**src/fdc_defs.svh**
```systemverilog
// register offsets, field positions, reset values and timing constants
`ifndef FDC_DEFS_SVH
`define FDC_DEFS_SVH

`define FDC_ADDR_W 3
`define FDC_OFF_TIMING 3'h0
`define FDC_OFF_CONFIG 3'h1
`define FDC_OFF_RATE 3'h2
`define FDC_OFF_CMD 3'h3
`define FDC_OFF_STATUS 3'h4
`define FDC_OFF_VERSION 3'h5
`define FDC_OFF_XFER_ACK 3'h6

// status word layout
`define FDC_ST_HEAD_BIT 1
`define FDC_ST_BUSY_BIT 2
`define FDC_ST_RQM_BIT 3
`define FDC_ST_FAULT_BIT 4
`define FDC_ST_SE_BIT 5
`define FDC_ST_IC_LSB 6
`define FDC_ST_PCN_LSB 8

`define FDC_TIMING_RST 16'h0000
`define FDC_CONFIG_RST 16'h0002
`define FDC_RATE_RST 3'h2

`define FDC_IC_NORMAL 2'h0
`define FDC_IC_ABNORMAL 2'h1
`define FDC_IC_POLL 2'h3

// one time-base tick is 0.25 ms at the 2 Mbps rate
`define FDC_CLK_NS 5
`define FDC_TICK_NS 250000
`define FDC_SRT_SPAN 5'h10
`define FDC_HUT_UNIT 9'h010
`define FDC_HLT_UNIT 9'h002
`define FDC_CODE0_TICKS 9'h100
`define FDC_RECAL_MAX 7'h50

`endif

```
**src/fdc_pkg.sv**
```systemverilog
// types shared by the drive control command block
`default_nettype none
package fdc_pkg;

   typedef enum logic [1:0] {
      FDC_IDLE,
      FDC_STEPPING,
      FDC_HEADLOAD,
      FDC_XFER
   } fdc_state_e;

   typedef enum logic [1:0] {
      FDC_OP_SEEK,
      FDC_OP_REL,
      FDC_OP_RECAL,
      FDC_OP_RW
   } fdc_op_e;

   typedef enum logic [2:0] {
      FDC_RATE_2M,
      FDC_RATE_1M,
      FDC_RATE_500K,
      FDC_RATE_300K,
      FDC_RATE_250K
   } fdc_rate_e;

   typedef struct packed {
      logic byte_transfer_mode;
      logic [6:0] head_load_delay;
      logic [3:0] head_unload_delay;
      logic [3:0] step_interval;
   } fdc_timing_s;

   typedef struct packed {
      logic [7:0] precomp_start_cylinder;
      logic [3:0] queue_level;
      logic rsvd;
      logic drive_status_survey_off;
      logic queue_bypass;
      logic auto_position_enable;
   } fdc_config_s;

   typedef struct packed {
      logic [7:0] xfer_len;
      logic [7:0] cylinder;
      logic step_way;
      logic [4:0] rsvd;
      logic [1:0] op;
   } fdc_cmd_s;

endpackage
`default_nettype wire

```
**src/fdc_drive_ctl.sv**
```systemverilog
// drive control commands: timing setup, configuration, seeks, transfers
`timescale 1ns/1ps
`default_nettype none
`include "fdc_defs.svh"

module fdc_drive_ctl
   import fdc_pkg::*;
#(
   parameter int TICK_2M_CYC = `FDC_TICK_NS / `FDC_CLK_NS,
   parameter logic [7:0] VERSION_ID = 8'h5a // arbitrary value
) (
   input wire logic clk_sys,
   input wire logic resetn,
   input wire logic [`FDC_ADDR_W-1:0] reg_addr,
   input wire logic [31:0] reg_wdata,
   input wire logic reg_wr,
   input wire logic reg_rd,
   output logic [31:0] reg_rdata,
   input wire logic home_track_sense,
   output logic step_pulse,
   output logic step_dir,
   output logic head_load,
   output logic dma_request_line,
   output logic controller_irq,
   output logic precomp_enable,
   output logic fifo_enable,
   output logic [4:0] fifo_threshold
);

   fdc_timing_s timing_reg;
   fdc_config_s config_reg;
   fdc_rate_e rate_reg;
   fdc_state_e state_reg;
   fdc_op_e op_reg;
   fdc_cmd_s cmd_w;
   logic [31:0] tick_lim;
   logic [31:0] div_cnt_reg;
   logic tick_reg;
   logic [8:0] wait_reg;
   logic [8:0] hut_cnt_reg;
   logic [7:0] pcn_reg;
   logic [7:0] target_reg;
   logic [7:0] steps_left_reg;
   logic [6:0] recal_cnt_reg;
   logic [7:0] bytes_left_reg;
   logic [4:0] burst_left_reg;
   logic [4:0] burst_size;
   logic way_reg;
   logic se_reg;
   logic fault_reg;
   logic [1:0] ic_reg;
   logic rqm_reg;
   logic req_on_reg;
   logic poll_pend_reg;
   logic step_reg;
   logic dir_reg;
   logic head_reg;
   logic dma_reg;
   logic irq_reg;
   logic [31:0] rdata_reg;
   logic precomp_reg;
   logic fifo_en_reg;
   logic [4:0] fifo_thr_reg;
   logic cmd_go;
   logic ack;
   logic status_rd;

   assign cmd_w = reg_wdata[23:0];
   // a command is refused unless idle, so relative seeks never stack
   assign cmd_go = reg_wr && reg_addr == `FDC_OFF_CMD
      && state_reg == FDC_IDLE;
   assign ack = reg_wr && reg_addr == `FDC_OFF_XFER_ACK
      && state_reg == FDC_XFER && req_on_reg;
   assign status_rd = reg_rd && reg_addr == `FDC_OFF_STATUS;
   // bypass forces one byte per request
   assign burst_size = config_reg.queue_bypass ? 5'h01
      : {1'b0, config_reg.queue_level} + 5'h01;

   // time base period is scaled by 2M/rate
   always_comb begin
      case (rate_reg)
         FDC_RATE_2M: tick_lim = TICK_2M_CYC;
         FDC_RATE_1M: tick_lim = TICK_2M_CYC * 2;
         FDC_RATE_500K: tick_lim = TICK_2M_CYC * 4;
         FDC_RATE_300K: tick_lim = (TICK_2M_CYC * 20) / 3;
         default: tick_lim = TICK_2M_CYC * 8;
      endcase
   end

   always_ff @(posedge clk_sys or negedge resetn) begin
      if (!resetn) begin
         div_cnt_reg <= 32'h0;
         tick_reg <= 1'b0;
      end else if (div_cnt_reg >= tick_lim - 32'h1) begin
         div_cnt_reg <= 32'h0;
         tick_reg <= 1'b1;
      end else begin
         div_cnt_reg <= div_cnt_reg + 32'h1;
         tick_reg <= 1'b0;
      end
   end

   always_ff @(posedge clk_sys or negedge resetn) begin
      if (!resetn) begin
         timing_reg <= `FDC_TIMING_RST;
         config_reg <= `FDC_CONFIG_RST;
         rate_reg <= fdc_rate_e'(`FDC_RATE_RST);
      end else if (reg_wr) begin
         case (reg_addr)
            `FDC_OFF_TIMING: timing_reg <= reg_wdata[15:0];
            `FDC_OFF_CONFIG: config_reg <= reg_wdata[15:0];
            `FDC_OFF_RATE: rate_reg <= fdc_rate_e'(reg_wdata[2:0]);
            default: ;
         endcase
      end
   end

   always_ff @(posedge clk_sys or negedge resetn) begin
      if (!resetn) begin
         state_reg <= FDC_IDLE;
         op_reg <= FDC_OP_SEEK;
         wait_reg <= 9'h0;
         hut_cnt_reg <= 9'h0;
         pcn_reg <= 8'h0;
         target_reg <= 8'h0;
         steps_left_reg <= 8'h0;
         recal_cnt_reg <= 7'h0;
         bytes_left_reg <= 8'h0;
         burst_left_reg <= 5'h0;
         way_reg <= 1'b0;
         se_reg <= 1'b0;
         fault_reg <= 1'b0;
         ic_reg <= `FDC_IC_NORMAL;
         rqm_reg <= 1'b0;
         req_on_reg <= 1'b0;
         poll_pend_reg <= 1'b1;
         step_reg <= 1'b0;
         dir_reg <= 1'b0;
         head_reg <= 1'b0;
         dma_reg <= 1'b0;
         irq_reg <= 1'b0;
      end else begin
         step_reg <= 1'b0;
         // clear first; any set below overrides it in the same cycle
         if (status_rd) begin
            irq_reg <= 1'b0;
         end
         if (tick_reg && wait_reg != 9'h0) begin
            wait_reg <= wait_reg - 9'h1;
         end
         if (tick_reg && hut_cnt_reg != 9'h0) begin
            hut_cnt_reg <= hut_cnt_reg - 9'h1;
            if (hut_cnt_reg == 9'h1) begin
               head_reg <= 1'b0;
            end
         end
         case (state_reg)
            FDC_IDLE: begin
               if (cmd_go) begin
                  op_reg <= fdc_op_e'(cmd_w.op);
                  way_reg <= cmd_w.step_way;
                  target_reg <= cmd_w.cylinder;
                  steps_left_reg <= cmd_w.cylinder;
                  bytes_left_reg <= cmd_w.xfer_len;
                  recal_cnt_reg <= 7'h0;
                  wait_reg <= 9'h0;
                  se_reg <= 1'b0;
                  fault_reg <= 1'b0;
                  ic_reg <= `FDC_IC_NORMAL;
                  if (fdc_op_e'(cmd_w.op) == FDC_OP_RW
                      && !config_reg.auto_position_enable) begin
                     state_reg <= FDC_HEADLOAD;
                  end else begin
                     state_reg <= FDC_STEPPING;
                  end
                  if (fdc_op_e'(cmd_w.op) == FDC_OP_RECAL) begin
                     pcn_reg <= 8'h0;
                  end
               end else if (poll_pend_reg) begin
                  if (config_reg.drive_status_survey_off) begin
                     poll_pend_reg <= 1'b0;
                  end else if (!head_reg) begin
                     poll_pend_reg <= 1'b0;
                     irq_reg <= 1'b1;
                     ic_reg <= `FDC_IC_POLL;
                  end
               end
            end
            FDC_STEPPING: begin
               if (wait_reg == 9'h0) begin
                  // next step waits 16 - step_interval ticks of the free-running time base; the first may be partial
                  wait_reg <= {4'h0, `FDC_SRT_SPAN
                     - {1'b0, timing_reg.step_interval}};
                  case (op_reg)
                     FDC_OP_REL: begin
                        if (steps_left_reg == 8'h0) begin
                           state_reg <= FDC_IDLE;
                           se_reg <= 1'b1;
                           irq_reg <= 1'b1;
                        end else if (!way_reg && home_track_sense) begin
                           state_reg <= FDC_IDLE;
                           se_reg <= 1'b1;
                           fault_reg <= 1'b1;
                           ic_reg <= `FDC_IC_ABNORMAL;
                           irq_reg <= 1'b1;
                        end else begin
                           step_reg <= 1'b1;
                           dir_reg <= way_reg;
                           steps_left_reg <= steps_left_reg - 8'h1;
                           // 8-bit wrap gives modulo 256 tracking
                           pcn_reg <= way_reg ? pcn_reg + 8'h1
                              : pcn_reg - 8'h1;
                        end
                     end
                     FDC_OP_RECAL: begin
                        if (home_track_sense) begin
                           state_reg <= FDC_IDLE;
                           se_reg <= 1'b1;
                           irq_reg <= 1'b1;
                        end else if (recal_cnt_reg == `FDC_RECAL_MAX) begin
                           state_reg <= FDC_IDLE;
                           se_reg <= 1'b1;
                           fault_reg <= 1'b1;
                           ic_reg <= `FDC_IC_ABNORMAL;
                           irq_reg <= 1'b1;
                        end else begin
                           step_reg <= 1'b1;
                           dir_reg <= 1'b0;
                           recal_cnt_reg <= recal_cnt_reg + 7'h1;
                        end
                     end
                     default: begin
                        if (pcn_reg == target_reg) begin
                           if (op_reg == FDC_OP_RW) begin
                              state_reg <= FDC_HEADLOAD;
                              wait_reg <= 9'h0;
                           end else begin
                              state_reg <= FDC_IDLE;
                              se_reg <= 1'b1;
                              irq_reg <= 1'b1;
                           end
                        end else begin
                           step_reg <= 1'b1;
                           dir_reg <= pcn_reg < target_reg;
                           pcn_reg <= pcn_reg < target_reg
                              ? pcn_reg + 8'h1 : pcn_reg - 8'h1;
                        end
                     end
                  endcase
               end
            end
            FDC_HEADLOAD: begin
               if (!head_reg) begin
                  head_reg <= 1'b1;
                  hut_cnt_reg <= 9'h0;
                  wait_reg <= timing_reg.head_load_delay == 7'h0
                     ? `FDC_CODE0_TICKS
                     : {2'h0, timing_reg.head_load_delay}
                       * `FDC_HLT_UNIT;
               end else if (wait_reg == 9'h0) begin
                  hut_cnt_reg <= 9'h0;
                  state_reg <= FDC_XFER;
                  burst_left_reg <= burst_size;
               end
            end
            FDC_XFER: begin
               if (!req_on_reg) begin
                  req_on_reg <= 1'b1;
                  dma_reg <= !timing_reg.byte_transfer_mode;
                  if (timing_reg.byte_transfer_mode) begin
                     rqm_reg <= 1'b1;
                     irq_reg <= 1'b1;
                  end
               end else if (ack) begin
                  bytes_left_reg <= bytes_left_reg - 8'h1;
                  burst_left_reg <= burst_left_reg - 5'h1;
                  if (bytes_left_reg == 8'h0 || burst_left_reg == 5'h1) begin
                     req_on_reg <= 1'b0;
                     dma_reg <= 1'b0;
                     rqm_reg <= 1'b0;
                     burst_left_reg <= burst_size;
                  end
                  if (bytes_left_reg == 8'h0) begin
                     state_reg <= FDC_IDLE;
                     hut_cnt_reg <= timing_reg.head_unload_delay == 4'h0
                        ? `FDC_CODE0_TICKS
                        : {5'h0, timing_reg.head_unload_delay}
                          * `FDC_HUT_UNIT;
                  end
               end
            end
            default: state_reg <= FDC_IDLE;
         endcase
      end
   end

   always_ff @(posedge clk_sys or negedge resetn) begin
      if (!resetn) begin
         rdata_reg <= 32'h0;
      end else if (reg_rd) begin
         case (reg_addr)
            `FDC_OFF_TIMING: rdata_reg <= {16'h0, timing_reg};
            `FDC_OFF_CONFIG: rdata_reg <= {16'h0, config_reg};
            `FDC_OFF_RATE: rdata_reg <= {29'h0, rate_reg};
            `FDC_OFF_STATUS: begin
               rdata_reg <= 32'h0;
               rdata_reg[`FDC_ST_PCN_LSB +: 8] <= pcn_reg;
               rdata_reg[`FDC_ST_IC_LSB +: 2] <= ic_reg;
               rdata_reg[`FDC_ST_SE_BIT] <= se_reg;
               rdata_reg[`FDC_ST_FAULT_BIT] <= fault_reg;
               rdata_reg[`FDC_ST_RQM_BIT] <= rqm_reg;
               rdata_reg[`FDC_ST_BUSY_BIT] <= state_reg != FDC_IDLE;
               rdata_reg[`FDC_ST_HEAD_BIT] <= head_reg;
            end
            `FDC_OFF_VERSION: rdata_reg <= {24'h0, VERSION_ID};
            default: rdata_reg <= 32'h0;
         endcase
      end else begin
         rdata_reg <= 32'h0;
      end
   end

   always_ff @(posedge clk_sys or negedge resetn) begin
      if (!resetn) begin
         precomp_reg <= 1'b0;
         fifo_en_reg <= 1'b0;
         fifo_thr_reg <= 5'h01;
      end else begin
         precomp_reg <= pcn_reg >= config_reg.precomp_start_cylinder;
         fifo_en_reg <= !config_reg.queue_bypass;
         fifo_thr_reg <= burst_size;
      end
   end

   assign reg_rdata = rdata_reg;
   assign step_pulse = step_reg;
   assign step_dir = dir_reg;
   assign head_load = head_reg;
   assign dma_request_line = dma_reg;
   assign controller_irq = irq_reg;
   assign precomp_enable = precomp_reg;
   assign fifo_enable = fifo_en_reg;
   assign fifo_threshold = fifo_thr_reg;

   // helper: cycles since the previous step of the current command
   logic [31:0] gap_cnt_reg;
   logic gap_valid_reg;
   always_ff @(posedge clk_sys or negedge resetn) begin
      if (!resetn) begin
         gap_cnt_reg <= 32'h0;
         gap_valid_reg <= 1'b0;
      end else if (state_reg != FDC_STEPPING) begin
         gap_cnt_reg <= 32'h0;
         gap_valid_reg <= 1'b0;
      end else if (step_reg) begin
         gap_cnt_reg <= 32'h1;
         gap_valid_reg <= 1'b1;
      end else begin
         gap_cnt_reg <= gap_cnt_reg + 32'h1;
      end
   end

   a_step_gap_min: assert property (@(posedge clk_sys) disable iff (!resetn)
      step_reg && gap_valid_reg |-> gap_cnt_reg >= 32'(15
         - timing_reg.step_interval) * tick_lim)
      else $error("step pulses too close");
   a_recal_out_dir: assert property (@(posedge clk_sys) disable iff (!resetn)
      step_reg && op_reg == FDC_OP_RECAL |-> !dir_reg)
      else $error("recalibrate stepped inward");
   a_rel_way_dir: assert property (@(posedge clk_sys) disable iff (!resetn)
      step_reg && op_reg == FDC_OP_REL |-> dir_reg == way_reg)
      else $error("relative seek direction wrong");
   a_rel_pcn_wrap: assert property (@(posedge clk_sys) disable iff (!resetn)
      state_reg == FDC_STEPPING && op_reg == FDC_OP_REL && way_reg
      && wait_reg == 9'h0 && steps_left_reg != 8'h0 && pcn_reg == 8'hff
      |=> pcn_reg == 8'h00)
      else $error("cylinder did not wrap");
   a_seek_end_irq: assert property (@(posedge clk_sys) disable iff (!resetn)
      state_reg == FDC_STEPPING && op_reg != FDC_OP_RW
      ##1 state_reg == FDC_IDLE |-> irq_reg && se_reg)
      else $error("no interrupt at seek end");
   a_dma_mode_only: assert property (@(posedge clk_sys) disable iff (!resetn)
      dma_reg |-> !timing_reg.byte_transfer_mode && !rqm_reg)
      else $error("dma request in non-dma mode");
   a_rqm_with_irq: assert property (@(posedge clk_sys) disable iff (!resetn)
      $rose(rqm_reg) |-> irq_reg && timing_reg.byte_transfer_mode)
      else $error("byte request without interrupt");
   a_version_byte: assert property (@(posedge clk_sys) disable iff (!resetn)
      reg_rd && reg_addr == `FDC_OFF_VERSION
      |=> reg_rdata == {24'h0, VERSION_ID})
      else $error("wrong version byte");
   a_fault_cause: assert property (@(posedge clk_sys) disable iff (!resetn)
      $rose(fault_reg) |-> ic_reg == `FDC_IC_ABNORMAL
      && $past(home_track_sense) != (op_reg == FDC_OP_RECAL))
      else $error("fault raised without cause");
   a_poll_head: assert property (@(posedge clk_sys) disable iff (!resetn)
      $fell(poll_pend_reg) && !config_reg.drive_status_survey_off
      |-> !head_reg && irq_reg)
      else $error("poll while head loaded");

endmodule
`default_nettype wire

```
**config.mk**
```make
export PLATFORM = sky130hd
export DESIGN_NAME = fdc_drive_ctl
export DESIGN_NICKNAME = d
export VERILOG_FILES = /design/src/fdc_pkg.sv /design/src/fdc_drive_ctl.sv
export VERILOG_INCLUDE_DIRS = /design/src
export SDC_FILE = /design/constraint.sdc
export NUM_CORES = 1
export LEC_CHECK = 0
export BUFFER_PORTS_ARGS = -buffer_cell sky130_fd_sc_hd__buf_2
export CORE_ASPECT_RATIO = 2
export CORE_MARGIN = 2
export CORE_UTILIZATION = 55
export CTS_CLUSTER_SIZE = 40
export DETAILED_ROUTE_END_ITERATION = 8
export GPL_TIMING_DRIVEN = 0
export HOLD_SLACK_MARGIN = 0.06
export PLACE_DENSITY = 0.85
export SLEW_MARGIN = 30
export SYNTH_ARGS = -nofsm -noshare
export SYNTH_HDL_FRONTEND = slang
export SYNTH_SLANG_ARGS = --single-unit
```
**constraint.sdc**
```tcl
create_clock -name clk_sys -period 3.2 [get_ports clk_sys]
set_clock_uncertainty 0.05 [all_clocks]
set_input_delay 0.32 -clock clk_sys [delete_from_list [all_inputs] [get_ports clk_sys]]
set_output_delay 0.32 -clock clk_sys [all_outputs]
set_load 0.02 [all_outputs]
```
==> run summary <==
The run finished with clean final reports. Setup repair after global routing left no endpoint under its margin. The share of the yosys chip area belonging to registers came out at 0.445.

The pin count of the biggest net entering global routing is 90. The total power density per cell area is 627 nW/um^2. The number of global-route vias before repair is 8719.

The leakage dissipation is 4.88 nW. The number of storage elements in the synthesis netlist is 170. The aggregate global-route resource usage came out at 0.292. The maximum fanout count along the critical path is 9. In this run, placement finished with an instance count of 1309.

The total number of H-tree levels came out at 4. The synthesized area divided by synthesized cell count is 9.44 sq um. The post-route DRC violation count is 0. The die height came out at around 190 um. The count of distinct cell types in the synthesized netlist is 77. For the worst setup path, the data required time is 3.44 ns. In this run the cell area of the synthesized design comes to 9570 sq um. The final routed wirelength across all metal layers is 26.3 mm.

The classification of the worst setup path is register to register. The number of antenna violations at the first check in global routing is 0. The clock root buffer is clkbuf_16. The final global-route overflow total is 0.

After detailed routing, the average wire length per cell comes to 19.6 um. The number of pins with negative max-slew slack in the final report is 0. The effective utilization at floorplan came out at 0.557. The number of buffers added on ports came out at 57. The worst-margin pin slew is 0.986 ns. The first-pass iteration count of the detailed router is 7.

Traced cell by cell, the critical path runs through ha_1 -> nand4_1 -> a32oi_1 -> and2_1 -> buf_1 -> mux2i_1 -> o311ai_0. The number of antenna repair diodes came out at 0. The detailed router's first-iteration violation count is 633. Derived from the worst setup path, the maximum achievable clock frequency is ~340 MHz. TritonCTS built the clock tree.

The nature of the critical path startpoint is a register. The worst pin sits at a relative slew slack of 0.338. The final cycle utilization of the critical path is 0.930. The cell depth of the worst flop-to-flop path is 7.

The cell area after layout came out at 10900 sq um. The final weighted congestion in routability-driven placement is 0.920. The most used flip-flop cell after synthesis is dfrtp_1. The number of flip-flops under the largest register name is 32.

The number of antenna-violating nets in the routed design is 0. The synthesized design contains 0 enable-type register cells. The routed layout has 8345 vias. The floorplan has 68 rows. Clock-pin slew was measured on the worst setup and hold paths at approximately 0.070 ns. The depth of the worst hold-timing path is 2. For this run, the number of Yosys warnings is 0.

The number of cells produced by synthesis is 1014. Setup violations remaining at the end of the flow were counted as 0. The data arrival time of the critical path is 3.21 ns.

In the routed layout, each cell is associated on average with a via count of 6.22. The number of setup buffers added after CTS is 0. The worst setup path is captured at a register. After routing, the total negative slack on setup checks comes to 0 ns. The core footprint is 17200 sq um.

The register-to-register setup slack came out at 0.22 ns. In this run, CTS created clock tree buffers numbering 17. After detailed placement, the total cell area comes to 10300 sq um. The path class of the tightest hold or removal check is primary input to register. For this design, the slowest cell found on the critical path is a32oi_1.

The max-capacitance violation count is 0. The filler cells instantiated in the layout total 1396. The area of the die came out at 18500 sq um. The final net count is approximately 1200. At the later pin of the worst-skew pair, clock insertion delay measures between 0.4 and 0.5 ns. The longest clock path from root to sink contains 2 buffers. Relative to the synthesized area, the layout overhead comes to 13.5%. The async set-or-reset flop fraction in the synthesized netlist is 1.00. The I/O pin total came out at 84. In the final layout, the share of cells above drive strength 1 is 0.148. The count of endpoints failing hold in the final timing report came to 0. The count of placed standard cells in the final layout, fillers left out came out at 1342. For this run, the share of the core covered by cells in the final layout is 0.632. The die width is 97.3 um. The highest ir drop seen on vdd is 369 uV.

Summed over all nets, the half-perimeter wirelength after detailed placement is about 19 mm. The first-pass GRT wire length is 43.0 mm. On the worst path, the slowest cell contributes a delay of a little under 0.7 ns. The final critical delay including setup and external delays is 2.98 ns. The TritonCTS sink count is 170.
kinds of logic after synthesis:
kind of cell    synth area share
flops                      0.445
buf+inv                   0.0494
fa+ha+maj                 0.0758
compound gates             0.157
xor+xnor                  0.0384
simple gates               0.181
other cells             0.000785
mux                       0.0522
cell usage after synthesis (all sizes together), types with 4 or more instances:
cell	instances	share of area
a211oi	9	0.0071
a21o	6	0.0047
a21oi	62	0.032
a22oi	5	0.0039
a31oi	8	0.0059
and2	5	0.0033
and3	4	0.0026
and4	4	0.0037
buf	25	0.018
clkbuf	31	0.012
dfrtp	166	0.43
dfstp	4	0.011
ha	58	0.076
inv	49	0.019
mux2	31	0.036
mux2i	15	0.016
nand2	90	0.036
nand2b	13	0.0085
nand3	35	0.019
nand4	20	0.013
nor2	90	0.037
nor2b	7	0.0046
nor3	41	0.021
nor3b	7	0.0055
nor4	12	0.0085
o211ai	8	0.0063
o21a	5	0.0039
o21ai	80	0.042
o22ai	9	0.0059
o311ai	8	0.0073
o31ai	5	0.0039
or2	5	0.0033
xnor2	13	0.012
xor2	29	0.027
per-stage QoR:
step	power [mW]	hold slack [ns]	setup slack [ns]
2_1_floorplan	4.15	-0.0256	0.478
3_3_place_gp	4.63	0.417	-0.856
3_5_place_dp	4.73	0.308	-0.101
4_1_cts	6.79	0.0855	0.0818
5_1_grt	7.17	0.0818	0.00951
6_report	6.81	0.0922	0.225
worst max-delay path, delay by kind of cell (launching register included):
kind / cells / cell delay (ns)
adder cells (fa/ha/maj): 1 / 0.36
buffers and inverters: 1 / 0.35
multiplexers: 1 / 0.27
AND/OR/NAND/NOR: 2 / 0.42
AO/OA/AOI/OAI: 2 / 0.86
flip-flops: 1 / 0.50
cells in the final DEF, fill, tap and decap left out, types with 5 or more instances in the layout:
| cell | count |
|---|---|
| nor2b_1 | 7 |
| inv_6 | 5 |
| conb_1 | 29 |
| a211oi_1 | 9 |
| mux2_2 | 31 |
| a22oi_1 | 5 |
| nor3_1 | 40 |
| a31oi_1 | 7 |
| mux2i_1 | 15 |
| buf_4 | 16 |
| nand3_1 | 34 |
| o22ai_1 | 9 |
| nand4_1 | 20 |
| buf_2 | 60 |
| a21o_1 | 6 |
| o211ai_1 | 8 |
| ha_1 | 58 |
| nor4_1 | 11 |
| inv_1 | 48 |
| xor2_1 | 29 |
| nor3b_1 | 6 |
| xnor2_1 | 13 |
| or2_2 | 5 |
| and2_1 | 5 |
| nand2_1 | 89 |
| nand2b_1 | 13 |
| o21ai_0 | 79 |
| o31ai_1 | 5 |
| clkbuf_1 | 29 |
| a21oi_1 | 62 |
| o21a_1 | 5 |
| o311ai_0 | 7 |
| inv_8 | 5 |
| nor2_1 | 88 |
| dfrtp_1 | 166 |
| clkbuf_16 | 17 |
power breakdown:
| group | internal [mW] | total, mW | switching, mW | leakage [nW] |
|---|---|---|---|---|
| clock network | 1.04 | 2.05 | 1.01 | 0.282 |
| registers | 2.53 | 2.90 | 0.373 | 2.07 |
| logic | 0.735 | 1.86 | 1.13 | 2.53 |
| total | 4.31 | 6.81 | 2.51 | 4.88 |
worst paths after layout:
kind,start,endpoint
max reg2reg,pcn_reg[6]$_DFFE_PN0P_,pcn_reg[5]$_DFFE_PN0P_
max,pcn_reg[6]$_DFFE_PN0P_,pcn_reg[5]$_DFFE_PN0P_
min in group asynchronous,resetn,step_pulse$_DFF_PN0_
max in group asynchronous,resetn,rate_reg[1]$_DFFE_PN1P_
min,reg_rd,reg_rdata[1]$_DFF_PN0_
min reg2reg,poll_pend_reg$_DFFE_PN1P_,poll_pend_reg$_DFFE_PN1P_
per-layer routing:
layer	GRT usage	share of wire	vias up
met5	0	0	-
met2	0.545	0.54	360
met4	0.198	0.075	0
met3	0.0510	0.046	136
met1	0.291	0.34	4046
li1	-	-	3803
layout make-up:
type / count / area, sq um / share of cell area
flip-flops and latches: 170 / 4260 / 0.392
inverters: 49 / 184 / 0.0169
multi-input cells: 766 / 4950 / 0.456
repair buffers: 59 / 333 / 0.0306
clock buffers: 17 / 425 / 0.0392
well taps: 210 / 263 / 0.0242
plain buffers: 56 / 292 / 0.0268
clock inverters: 15 / 150 / 0.0138
what timing repair did:
action,4_1_cts,5_1_grt
setup endpoints to repair,20,20
hold buffers,1,0
pin swaps,0,0
gates resized for setup,2,4
endpoints found under the hold margin,81,0
Note: power is estimated with default switching activity, not from simulation.
